===== config.mk =====
export PLATFORM = sky130hd
export DESIGN_NAME = modulation_frequency_config
export DESIGN_NICKNAME = d
export VERILOG_FILES = /design/src/hw/carrier_calc.v /design/src/hw/modulation_frequency_config.v
export VERILOG_INCLUDE_DIRS = /design/src /design/src/common
export SDC_FILE = /design/constraint.sdc
export NUM_CORES = 1
export LEC_CHECK = 0
export BUFFER_PORTS_ARGS = -buffer_cell sky130_fd_sc_hd__clkbuf_2
export CAP_MARGIN = 0
export CORE_MARGIN = 2
export CORE_UTILIZATION = 53
export DETAILED_ROUTE_END_ITERATION = 12
export HOLD_SLACK_MARGIN = 0.12
export PLACE_DENSITY = 0.84
export SYNTH_ARGS = -nofsm -noshare
export SYNTH_HDL_FRONTEND = slang
export SYNTH_HIERARCHICAL = 1
export SYNTH_SLANG_ARGS = --single-unit
export TNS_END_PERCENT = 50

===== constraint.sdc =====
create_clock -name clk -period 8.25 [get_ports clk]
set_input_delay 0.4125 -clock clk [delete_from_list [all_inputs] [get_ports clk]]
set_output_delay 0.4125 -clock clk [all_outputs]
set_load 0.01 [all_outputs]

===== src/common/modfreq_consts.vh =====
// constants for the modulation and frequency configuration bank
`ifndef MODFREQ_CONSTS_VH
`define MODFREQ_CONSTS_VH

// register offsets
`define ADDR_MOD_CTRL2      7'h71
`define ADDR_DEV_LOW        7'h72
`define ADDR_OFS_LOW        7'h73
`define ADDR_OFS_HIGH       7'h74
`define ADDR_BAND_SEL       7'h75

// reset values
`define RST_MOD_CTRL2       8'h00
`define RST_DEV_LOW         8'h20
`define RST_OFS_LOW         8'h00
`define RST_OFS_HIGH        2'h0
`define RST_BAND_SEL        7'h75

// field positions in modulation control two
`define F_ROUTE_HI          7
`define F_ROUTE_LO          6
`define F_SRC_HI            5
`define F_SRC_LO            4
`define F_INV               3
`define F_DEV_MSB           2
`define F_KIND_HI           1
`define F_KIND_LO           0

// field positions in band select
`define F_SIDEBAND          6
`define F_HIGHBAND          5
`define F_BAND_HI           4

// bit clock routes
`define ROUTE_NONE          2'h0
`define ROUTE_GPIO          2'h1
`define ROUTE_SDO           2'h2
`define ROUTE_IRQ           2'h3

// modulation sources
`define SRC_GPIO            2'h0
`define SRC_SDI             2'h1
`define SRC_FIFO            2'h2
`define SRC_PN9             2'h3

// modulation types
`define MT_CARRIER          2'h0
`define MT_OOK              2'h1
`define MT_FSK              2'h2
`define MT_GFSK             2'h3

// carrier formula constants, result in 1/64000 of 10 MHz units
`define BAND_BASE           6'd24
`define FRAC_DIV            17'd64000
// hop step of 10 kHz equals 64 fraction units of 10 MHz/64000 = 156.25 Hz
`define HOP_UNIT            7'd64

// serial frame
`define SPI_ADDR_BITS       3'd7
`define SPI_FRAME_BITS      5'd16

`endif


===== src/hw/carrier_calc.v =====
// derived offset and carrier frequency settings
`timescale 1ns/1ps
`include "modfreq_consts.vh"

module carrier_calc #(
  parameter FRAC_W = 16,
  parameter HOP_W  = 8
) (
  // clock and reset
  input  wire                 clk,
  input  wire                 rst,
  // fields
  input  wire [4:0]           band_index,
  input  wire                 high_band_select,
  input  wire [9:0]           freq_offset_code,
  input  wire [FRAC_W-1:0]    carrier_fraction,
  input  wire [HOP_W-1:0]     hop_channel,
  input  wire [HOP_W-1:0]     hop_step,
  // results, carrier in units of 156.25 Hz, band, fraction and offset part times (hb+1), hop term not
  output reg  [31:0]          carrier_units_q,
  output reg  signed [13:0]   offset_units_q
);

  wire signed [18:0] frac_sum;
  wire [31:0]        band_term;
  wire [31:0]        hop_term;
  wire [31:0]        base_sum;
  wire [31:0]        carrier_d;

  // signed offset plus unsigned fraction
  assign frac_sum  = $signed({3'b000, carrier_fraction}) +
                     $signed({{9{freq_offset_code[9]}}, freq_offset_code});
  assign band_term = ({27'd0, band_index} + {26'd0, `BAND_BASE}) * {15'd0, `FRAC_DIV};
  // hop term is independent of band doubling, so it is added after the shift
  assign hop_term  = ({24'd0, hop_channel} * {24'd0, hop_step}) * {25'd0, `HOP_UNIT};
  assign base_sum  = band_term + {{13{frac_sum[18]}}, frac_sum};
  assign carrier_d = (high_band_select ? {base_sum[30:0], 1'b0} : base_sum) + hop_term;

  always @(posedge clk) begin
    if (rst) begin
      carrier_units_q <= 32'h0000_0000;
      offset_units_q  <= 14'sd0;
    end else begin
      carrier_units_q <= carrier_d;
      offset_units_q  <= high_band_select ?
                         {{3{freq_offset_code[9]}}, freq_offset_code, 1'b0} :
                         {{4{freq_offset_code[9]}}, freq_offset_code};
    end
  end

endmodule // carrier_calc


===== src/hw/modulation_frequency_config.v =====
// modulation and frequency configuration register bank on the serial port
`timescale 1ns/1ps
`include "modfreq_consts.vh"

// Notes on behaviour
// - bit clock route: none, gpio, sdo, irq
// - source: gpio, sdi while deselected, fifo, pn9
// - invert bit flips tx and rx data
// - modulation type carrier, ook, fsk, gfsk
// - nine-bit deviation code, 625 Hz steps
// - offset is signed, scaled by band doubling
// - offset reads return latest afc result
// - high band select picks synthesizer range
// - band index steps 10 or 20 MHz
// - carrier formula with fraction, offset, hopping
// - documented reset values for all registers
// - hop step counts 10 kHz units
// - carrier fraction comes from two bytes
module modulation_frequency_config #(
  parameter FRAC_W = 16,
  parameter HOP_W  = 8
) (
  // clock and reset
  input  wire                 clk,
  input  wire                 rst,
  // serial port pins
  input  wire                 chip_select_n,
  input  wire                 spi_clk,
  input  wire                 serial_in_pin,
  output reg                  serial_out_q,
  output reg                  serial_out_oe_q,
  // external fields from neighbouring registers and afc loop
  input  wire [FRAC_W-1:0]    carrier_fraction,
  input  wire [HOP_W-1:0]     hop_channel,
  input  wire [HOP_W-1:0]     hop_step,
  input  wire [9:0]           afc_result,
  // transmit data sources, bit clock and raw receive data
  input  wire                 gpio_tx_data,
  input  wire                 fifo_tx_data,
  input  wire                 pn9_tx_data,
  input  wire                 tx_bit_clock,
  input  wire                 rx_data_raw,
  // modem outputs
  output reg                  tx_data_q,
  output reg                  rx_data_q,
  output reg                  gpio_bit_clock_q,
  output reg                  irq_bit_clock_q,
  output reg  [1:0]           modulation_type_q,
  output reg                  async_mode_q,
  output reg  [8:0]           freq_deviation_code_q,
  output reg                  high_band_select_q,
  output reg                  sideband_select_q,
  output reg  [31:0]          carrier_units_q,
  output reg  signed [13:0]   offset_units_q
);

  // registers
  reg  [7:0]        mod_ctrl_q;
  reg  [7:0]        dev_low_q;
  reg  [7:0]        ofs_low_q;
  reg  [1:0]        ofs_high_q;
  reg  [6:0]        band_q;

  // pin synchronisers
  reg  [1:0]        cs_sync_q;
  reg  [1:0]        sck_sync_q;
  reg  [1:0]        sdi_sync_q;
  reg               sck_prev_q;

  // serial engine
  reg  [4:0]        bit_cnt_q;
  reg  [15:0]       shift_q;
  reg  [7:0]        rd_shift_q;
  reg               is_write_q;

  wire              cs_n_s;
  wire              sck_s;
  wire              sdi_s;
  wire              sck_rise;
  wire              sck_fall;
  wire [1:0]        route;
  wire [1:0]        source;
  wire [6:0]        addr_now;
  wire              src_bit;
  wire              direct_bit;
  wire [31:0]       carrier_w;
  wire signed [13:0] offset_w;
  reg  [7:0]        read_data;

  assign cs_n_s   = cs_sync_q[1];
  assign sck_s    = sck_sync_q[1];
  assign sdi_s    = sdi_sync_q[1];
  assign sck_rise = sck_s & ~sck_prev_q;
  assign sck_fall = ~sck_s & sck_prev_q;
  assign route    = mod_ctrl_q[`F_ROUTE_HI:`F_ROUTE_LO];
  assign source   = mod_ctrl_q[`F_SRC_HI:`F_SRC_LO];
  // address is complete once the write flag and seven bits are in
  assign addr_now = shift_q[6:0];

  always @(posedge clk) begin
    if (rst) begin
      cs_sync_q  <= 2'h3;
      sck_sync_q <= 2'h0;
      sdi_sync_q <= 2'h0;
      sck_prev_q <= 1'b0;
    end else begin
      cs_sync_q  <= {cs_sync_q[0], chip_select_n};
      sck_sync_q <= {sck_sync_q[0], spi_clk};
      sdi_sync_q <= {sdi_sync_q[0], serial_in_pin};
      sck_prev_q <= sck_s;
    end
  end

  // read mux; offset registers return the afc result, not the stored value
  always @* begin
    case (addr_now)
      `ADDR_MOD_CTRL2: read_data = mod_ctrl_q;
      `ADDR_DEV_LOW:   read_data = dev_low_q;
      `ADDR_OFS_LOW:   read_data = afc_result[7:0];
      `ADDR_OFS_HIGH:  read_data = {6'h00, afc_result[9:8]};
      `ADDR_BAND_SEL:  read_data = {1'b0, band_q};
      default:         read_data = 8'h00;
    endcase
  end

  // serial frame: write flag, 7-bit address, 8 data bits, msb first
  always @(posedge clk) begin
    if (rst) begin
      bit_cnt_q       <= 5'd0;
      shift_q         <= 16'h0000;
      rd_shift_q      <= 8'h00;
      is_write_q      <= 1'b0;
      serial_out_oe_q <= 1'b0;
      mod_ctrl_q      <= `RST_MOD_CTRL2;
      dev_low_q       <= `RST_DEV_LOW;
      ofs_low_q       <= `RST_OFS_LOW;
      ofs_high_q      <= `RST_OFS_HIGH;
      band_q          <= `RST_BAND_SEL;
    end else if (cs_n_s) begin
      bit_cnt_q       <= 5'd0;
      serial_out_oe_q <= 1'b0;
    end else begin
      if (sck_rise && bit_cnt_q < `SPI_FRAME_BITS) begin
        shift_q   <= {shift_q[14:0], sdi_s};
        bit_cnt_q <= bit_cnt_q + 5'd1;
        if (bit_cnt_q == 5'd0)
          is_write_q <= sdi_s;
        if (bit_cnt_q == `SPI_FRAME_BITS - 5'd1 && is_write_q) begin
          // write flag sits in bit 14, so the address is the seven bits below it
          case (shift_q[13:7])
            `ADDR_MOD_CTRL2: mod_ctrl_q <= {shift_q[6:0], sdi_s};
            `ADDR_DEV_LOW:   dev_low_q  <= {shift_q[6:0], sdi_s};
            `ADDR_OFS_LOW:   ofs_low_q  <= {shift_q[6:0], sdi_s};
            `ADDR_OFS_HIGH:  ofs_high_q <= {shift_q[0], sdi_s};
            `ADDR_BAND_SEL:  band_q     <= {shift_q[5:0], sdi_s};
            default:         band_q     <= band_q;
          endcase
        end
      end
      if (sck_fall && bit_cnt_q == {2'b00, `SPI_ADDR_BITS} + 5'd1 && !is_write_q) begin
        rd_shift_q      <= read_data;
        serial_out_oe_q <= 1'b1;
      end else if (sck_fall && bit_cnt_q > {2'b00, `SPI_ADDR_BITS} + 5'd1) begin
        rd_shift_q <= {rd_shift_q[6:0], 1'b0};
      end
    end
  end

  // derived arithmetic
  carrier_calc #(
    .FRAC_W (FRAC_W),
    .HOP_W  (HOP_W)
  ) u_calc (
    .clk              (clk),
    .rst              (rst),
    .band_index       (band_q[`F_BAND_HI:0]),
    .high_band_select (band_q[`F_HIGHBAND]),
    .freq_offset_code ({ofs_high_q, ofs_low_q}),
    .carrier_fraction (carrier_fraction),
    .hop_channel      (hop_channel),
    .hop_step         (hop_step),
    .carrier_units_q  (carrier_w),
    .offset_units_q   (offset_w)
  );

  // sdi direct data is only meaningful while the port is deselected
  assign direct_bit = cs_n_s ? sdi_s : 1'b0;
  assign src_bit = (source == `SRC_GPIO) ? gpio_tx_data :
                   (source == `SRC_SDI)  ? direct_bit   :
                   (source == `SRC_FIFO) ? fifo_tx_data : pn9_tx_data;

  always @(posedge clk) begin
    if (rst) begin
      tx_data_q             <= 1'b0;
      rx_data_q             <= 1'b0;
      gpio_bit_clock_q      <= 1'b0;
      irq_bit_clock_q       <= 1'b0;
      serial_out_q          <= 1'b0;
      modulation_type_q     <= `MT_CARRIER;
      async_mode_q          <= 1'b1;
      freq_deviation_code_q <= 9'h000;
      high_band_select_q    <= 1'b0;
      sideband_select_q     <= 1'b0;
      carrier_units_q       <= 32'h0000_0000;
      offset_units_q        <= 14'sd0;
    end else begin
      tx_data_q         <= src_bit ^ mod_ctrl_q[`F_INV];
      rx_data_q         <= rx_data_raw ^ mod_ctrl_q[`F_INV];
      gpio_bit_clock_q  <= (route == `ROUTE_GPIO) & tx_bit_clock;
      irq_bit_clock_q   <= (route == `ROUTE_IRQ) & tx_bit_clock;
      // bit clock shares the data out pin only while no read is in progress
      serial_out_q      <= serial_out_oe_q ? rd_shift_q[7] :
                           ((route == `ROUTE_SDO) & tx_bit_clock);
      modulation_type_q <= mod_ctrl_q[`F_KIND_HI:`F_KIND_LO];
      async_mode_q      <= (route == `ROUTE_NONE);
      freq_deviation_code_q <= {mod_ctrl_q[`F_DEV_MSB], dev_low_q};
      high_band_select_q    <= band_q[`F_HIGHBAND];
      sideband_select_q     <= band_q[`F_SIDEBAND];
      carrier_units_q       <= carrier_w;
      offset_units_q        <= offset_w;
    end
  end

endmodule // modulation_frequency_config


After elaboration in Yosys (flattened, before gate mapping)
Index checks and enable logic that the tools add are counted.
W data, S select, Z words.
{ "word_totals": {"ff_bits": 174, "output_inout_bits": 66, "inputBits": 52, "elab_cells": 95} }
{ "classes": {"mux": 10, "mul": 2, "n_reduce_logical": 20, "bitwise_logic": 10, "n_eq_ne": 17, "add_sub_neg": 5, "magnitude_cmp": 2} }
{ "ops": {"columns": ["cell", "n"], "rows": [
  ["$eq A7 B7 Y1 const B", 10],
  ["$pmux W8 S5", 1],
  ["$add A32 B22 Y32", 1],
  ["$add A32 B32 Y32", 1],
  ["$mul A32 B7 Y23 const B", 1],
  ["$mux W32", 1],
  ["$reduce_and A4 Y1", 5],
  ["$add A17 B10 Y18", 1],
  ["$mul A8 B8 Y16", 1],
  ["$mux W8", 2],
  ["$eq A5 B4 Y1 const B", 2],
  ["$mux W10", 1],
  ["$add A5 B5 Y6 const B", 1],
  ["$eq A2 B2 Y1 const B", 3],
  ["$add A5 B1 Y5 const B", 1],
  ["$and A1 B1 Y1", 5],
  ["$gt A5 B4 Y1 const B", 1],
  ["$logic_and A1 B1 Y1", 5],
  ["$logic_not A5 Y1", 1],
  ["$lt A5 B5 Y1 const B", 1],
  ["$mux W1", 5],
  ["$eq A2 B1 Y1 const B", 2],
  ["$logic_not A2 Y1", 2],
  ["$reduce_and A2 Y1", 2],
  ["other kinds (6)", 10]
]} }

Logic depth before layout (Yosys ltp)
{ "depth": {"word_depth": 6, "mapped_depth": 30, "ltp_nobuf": 29} }

Hierarchy
Netlist, hierarchy kept.
{ "modules_own_cells": {"columns": ["mod", "area_per_inst_um2", "seq_area_each_um2", "cells_per_inst", "instances"], "rows": [
  ["carrier_calc", 6324.8, 740.7, 752, 1],
  ["modulation_frequency_config", 4922.2, 2682.6, 485, 1]
]} }

Worst setup path before layout
Ideal clock, no wire load.
{ "synth_timing": {"kind": "register -> register", "start": "register band_q[1]", "end": "register u_calc.carrier_units_q[23]", "synth_period_minus_slack_ns": 5.875, "t_required_ns": 8.120, "path_buffers": 0, "path_stages_with_launch": 25, "setup_time_ns": 0.130, "slack_ns": 2.375, "arrival_ns": 5.745, "cell_sequence": "dfxtp_1 -> fa_1 -> ha_1 -> fa_1 -> ha_1 -> inv_1 -> fa_1 -> xnor2_1 -> fa_1 -> ha_1 -> a21o_1 -> a211oi_1 -> a21oi_2 -> o21ai_1 -> nand2b_1 -> a21oi_1 -> xnor2_1 -> mux2_2 -> ha_1 -> nand2_1 -> o21ai_0 -> a211o_1 -> a21oi_1 -> o21a_1 -> nor3_2"} }
{ "synth_via": {"elab_chain_len": 5} }
{ "synth_rtl": {"columns": ["item", "line", "source"], "rows": [
  ["from (decl)", "modulation_frequency_config.v:62", "reg [6:0] band_q;"],
  ["from (signal assigned)", "modulation_frequency_config.v:138", "band_q <= `RST_BAND_SEL;"],
  ["from (signal assigned)", "modulation_frequency_config.v:155", "`ADDR_BAND_SEL: band_q <= {shift_q[5:0], sdi_s};"],
  ["from (signal assigned)", "modulation_frequency_config.v:156", "default: band_q <= band_q;"],
  ["$add A5 B5 Y6", "carrier_calc.v:33", "assign band_term = ({27'd0, band_index} + {26'd0, `BAND_BASE}) * {15'd0, `FRAC_DIV};"],
  ["$mul A32 B7 Y23", "carrier_calc.v:33", null],
  ["$add A32 B32 Y32", "carrier_calc.v:36", "assign base_sum = band_term + {{13{frac_sum[18]}}, frac_sum};"],
  ["$mux W32", "carrier_calc.v:37", "assign carrier_d = (high_band_select ? {base_sum[30:0], 1'b0} : base_sum) + hop_term;"],
  ["$add A32 B22 Y32", "carrier_calc.v:37", null],
  ["to (signal assigned)", "carrier_calc.v:44", "carrier_units_q <= carrier_d;"],
  ["to (decl)", "carrier_calc.v:20", "output reg [31:0] carrier_units_q,"]
]} }
Every way passes these cells.
A chain may end at the register's enable or synchronous reset.

Worst setup path after layout
{ "layout_timing": {"start": "register band_q[2]", "end": "register u_calc.carrier_units_q[23]"} }
The elaborated chain is that of the path after synthesis.

==> flow_summary_export.csv <==
group,metric,value,unit
cts,insertion_delay,0.44,ns
die,die_w,149.7,um
setup_path,cp-end-kind,"flip-flop",
cts,cts_sinks,171,
setup_path,crit_type,"flip-flop to flip-flop",
power,leakage_power_summed_over_all_cells,5.883,nW
min_path,holdCritPathClass,"input pin to flip-flop",
timing,setup_total_negative_slack,0,ns
timing,worst_slack,1.806,ns
status,result_of_the_run,"completed",
global_routing,initial_antenna_violation_count,0,
timing,final_worst_clock_skew,0.01512,ns
timing,finalHoldWorstSlack,0.1573,ns
layout,fin_nets,1543,
yosys,synthFlopType,"sky130_fd_sc_hd__dfxtp_1",
setup_path,critical_path.startpoint,"band_q[2]",
yosys,postSynthRegisterBits,171,
die,fp.coreArea,20960,um2
layout,areaGrowthSynthToFinish,11.84,%
detailed_routing,drtIter0Drc,510,
global_routing,via_count_of_the_first_global_routing_pass,8317,
timing,worst-slew-pin-transition,1.114,ns
detailed_routing,met2WireLength,11.13,mm
timing,finalHoldViolations,0,
power,power.total,2.830,mW
setup_path,worstReg2RegStart,"band_q[2]",
timing,setup_violations,0,
power,worst_ir_drop_vdd,0.2073,mV
setup_path,timing.critical_path.arrival,6.74,ns
cts,cts_tree,"done",
detailed_routing,routedWlPerCell,14.90,um
timing,period_share,78.11,%
die,die_y,149.7,um
placement,dp_hpwl,17.86,mm
yosys,syn-num-nets,1458,
detailed_routing,final_antenna_net_count,0,
run,max_cap_viol_count,0,
layout,final_layout_size_suffix_gt1_share,14.38,%
detailed_routing,first_pass_iters,5,
detailed_routing,routed_via_density,5.440,
min_path,hold_path_startpoint,"chip_select_n",
placement,place_congestion,0.8734,
placement,portBuffers,117,
die,fp-row-count,53,
setup_path,critPathMaxFanout,9,
yosys,synth_cells,1237,
cts,clock_root_buffer,"sky130_fd_sc_hd__clkbuf_16",
cts,cts.clk_slew.worst_paths,0.08,ns
detailed_routing,highest_layer,"met4",
detailed_routing,wirelength,23.99,mm
timing,slew_violations,0,
cts,post_cts_buffers,0,
yosys,synth_enable_flop_cells,0,
timing,final_period_minus_worst_setup_slack,6.444,ns
yosys,synthesis.area,11250,um2
detailed_routing,routed_metal_1_wirelength,10.73,mm
placement,detailedPlace.worstSlack,1.870,ns
die,initial_standard_cell_utilization_of_the_core,53.67,%
layout,fin_area,12580,um2
global_routing,grt_util_all_layers,22.05,%
cts,number_of_hold_buffers_added_after_cts,0,
cts,cts_buffer_depth,2,
setup_path,crit_required,8.54,ns
yosys,yosysSeqAreaShare,30.44,%
global_routing,largest_net_degree_at_the_start_of_global_routing,106,
detailed_routing,met3WireLength,1.610,mm
layout,post-route-util,60.03,%
die,floorplan.io_pins,118,
yosys,synthArstFlopShare,0,%
detailed_routing,drc,0,
yosys,yosys_warnings,6,
cts,ctsResizeCount,0,
yosys,ys_types,77,
global_routing,total_overflow_reported_by_the_global_router,0,
setup_path,startpoint_type,"flip-flop",
cts,numCtsBuffers,17,
global_routing,global_route_wire_length_before_repair,39.69,mm
timing,setup_repair_after_global_routing_missed_its_margin,"no",
cts,htreeDepth,4,
power,power_per_cell_area,225.0,nW/um2
detailed_routing,via_count,8758,
die,die_area,22400,um2
layout,final_cell_count_no_fill,1610,
timing,relSlewSlack,25.51,%
placement,dp_cells,1578,
timing,timing.fmax,0.1552,GHz
placement,placed_area,11950,um2
yosys,synth_area_per_cell,9.092,um2
layout,antenna_cells_inserted,0,
==> worst max-delay path, cell delays in order, from the launching register on <==
cell	delay, ns
sky130_fd_sc_hd__dfxtp_1	0.51
sky130_fd_sc_hd__fa_1	0.53
sky130_fd_sc_hd__ha_1	0.32
sky130_fd_sc_hd__fa_1	0.54
sky130_fd_sc_hd__ha_1	0.16
sky130_fd_sc_hd__inv_1	0.05
sky130_fd_sc_hd__fa_1	0.39
sky130_fd_sc_hd__xnor2_1	0.20
sky130_fd_sc_hd__fa_1	0.44
sky130_fd_sc_hd__ha_1	0.38
sky130_fd_sc_hd__a21o_1	0.21
sky130_fd_sc_hd__a211oi_1	0.33
sky130_fd_sc_hd__a21oi_2	0.13
sky130_fd_sc_hd__o21ai_1	0.24
sky130_fd_sc_hd__nand2b_1	0.09
sky130_fd_sc_hd__a21oi_1	0.18
sky130_fd_sc_hd__xnor2_1	0.11
sky130_fd_sc_hd__mux2_2	0.28
sky130_fd_sc_hd__ha_1	0.33
sky130_fd_sc_hd__nand2_1	0.10
sky130_fd_sc_hd__o21ai_0	0.08
sky130_fd_sc_hd__a211o_1	0.30
sky130_fd_sc_hd__a21oi_1	0.19
sky130_fd_sc_hd__o21a_1	0.15
sky130_fd_sc_hd__nor3_2	0.04
==> sequential cells by signal, indices dropped and copies added (netlist names), 2 cells and up <==
| signal | flops |
|---|---|
| u_calc/carrier_units_q | 26 |
| band_q | 7 |
| offset_units_q | 14 |
| carrier_units_q | 32 |
| modulation_type_q | 2 |
| u_calc/offset_units_q | 11 |
| ofs_low_q | 8 |
| cs_sync_q | 2 |
| ofs_high_q | 2 |
| sck_sync_q | 2 |
| rd_shift_q | 8 |
| shift_q | 14 |
| sdi_sync_q | 2 |
| dev_low_q | 8 |
| freq_deviation_code_q | 9 |
| bit_cnt_q | 5 |
| mod_ctrl_q | 8 |
==> cell families (layout without fill, tap and decap cells) <==
kind of cell / count (synthesis) / in the layout / synth area share [%]
and+or+nand+nor: 423 / 423 / 19.55
AOI/OAI and AO/OA: 188 / 188 / 11.29
DFF: 171 / 171 / 30.44
adders and majority gates: 169 / 169 / 22.27
buffers and inverters: 163 / 261 / 5.874
muxes: 68 / 68 / 6.341
xor gates and xnor gates: 54 / 54 / 4.205
other: 1 / 1 / 0.03334
==> power breakdown <==
group	internal, mW	switching, mW	total [mW]
registers	0.885	0.0150	0.900
logic	0.474	0.614	1.09
clock network	0.422	0.419	0.842
==> final timing paths <==
check	cells after the start	slack (ns)	end
max	24	1.81	u_calc/carrier_units_q[23]
min	2	0.16	cs_sync_q[0]
max reg2reg	24	1.81	u_calc/carrier_units_q[23]
min reg2reg	1	0.41	cs_sync_q[1]
==> cells in the final DEF, fill, tap and decap left out, types with 14 or more instances in the layout <==
cell                        synthesis  final
sky130_fd_sc_hd__a21oi_1           59     59
sky130_fd_sc_hd__and2_1            29     29
sky130_fd_sc_hd__clkbuf_16          0     17
sky130_fd_sc_hd__clkbuf_2           0    116
sky130_fd_sc_hd__dfxtp_1          171    171
sky130_fd_sc_hd__fa_1              52     52
sky130_fd_sc_hd__ha_1             117    117
sky130_fd_sc_hd__inv_1            109    109
sky130_fd_sc_hd__mux2i_1           54     54
sky130_fd_sc_hd__nand2_1          101    101
sky130_fd_sc_hd__nand2b_1          15     15
sky130_fd_sc_hd__nor2_1           113    113
sky130_fd_sc_hd__nor2b_1           79     79
sky130_fd_sc_hd__nor3_1            14     14
sky130_fd_sc_hd__o21ai_0           23     23
sky130_fd_sc_hd__o21bai_1          16     16
sky130_fd_sc_hd__xnor2_1           36     36
sky130_fd_sc_hd__xor2_1            18     18
==> synthesized netlist by cell type, drive strengths merged, types with 5 or more instances <==
master | instances | area share, %
a211oi | 11 | 0.73
a21o | 13 | 0.87
a21oi | 65 | 3.2
a22oi | 6 | 0.40
a311oi | 5 | 0.39
and2 | 31 | 1.7
and3 | 5 | 0.29
buf | 19 | 1.1
clkbuf | 34 | 1.1
dfxtp | 171 | 30
fa | 52 | 9.3
ha | 117 | 13
inv | 109 | 3.6
mux2 | 13 | 1.3
mux2i | 54 | 4.8
nand2 | 101 | 3.4
nand2b | 15 | 0.83
nand3 | 13 | 0.58
nand4 | 8 | 0.45
nand4b | 5 | 0.39
nor2 | 113 | 3.8
nor2b | 79 | 4.4
nor3 | 15 | 0.71
nor3b | 7 | 0.47
nor4 | 5 | 0.60
o211ai | 5 | 0.33
o21a | 10 | 0.67
o21ai | 29 | 1.3
o21bai | 16 | 1.1
or2 | 7 | 0.39
xnor2 | 36 | 2.8
xor2 | 18 | 1.4
==> layout make-up <==
cell class,instances,area [um2]
clock inverter,15,206.4
clock buffer,17,425.4
fill,1744,8377
tap,275,344.1
sequential,171,3423
multi-input combinational,903,7163
inverter,110,412.9
timing repair buffer,119,603.1
==> per-layer routing <==
layer / vias up / global-route usage (%)
met1: 4125 / 29.39
met3: 42 / 4.878
li1: 4322 / -
met4: 0 / 6.981
met5: - / 0
met2: 269 / 35.73
(Power assumes the default switching activity.)
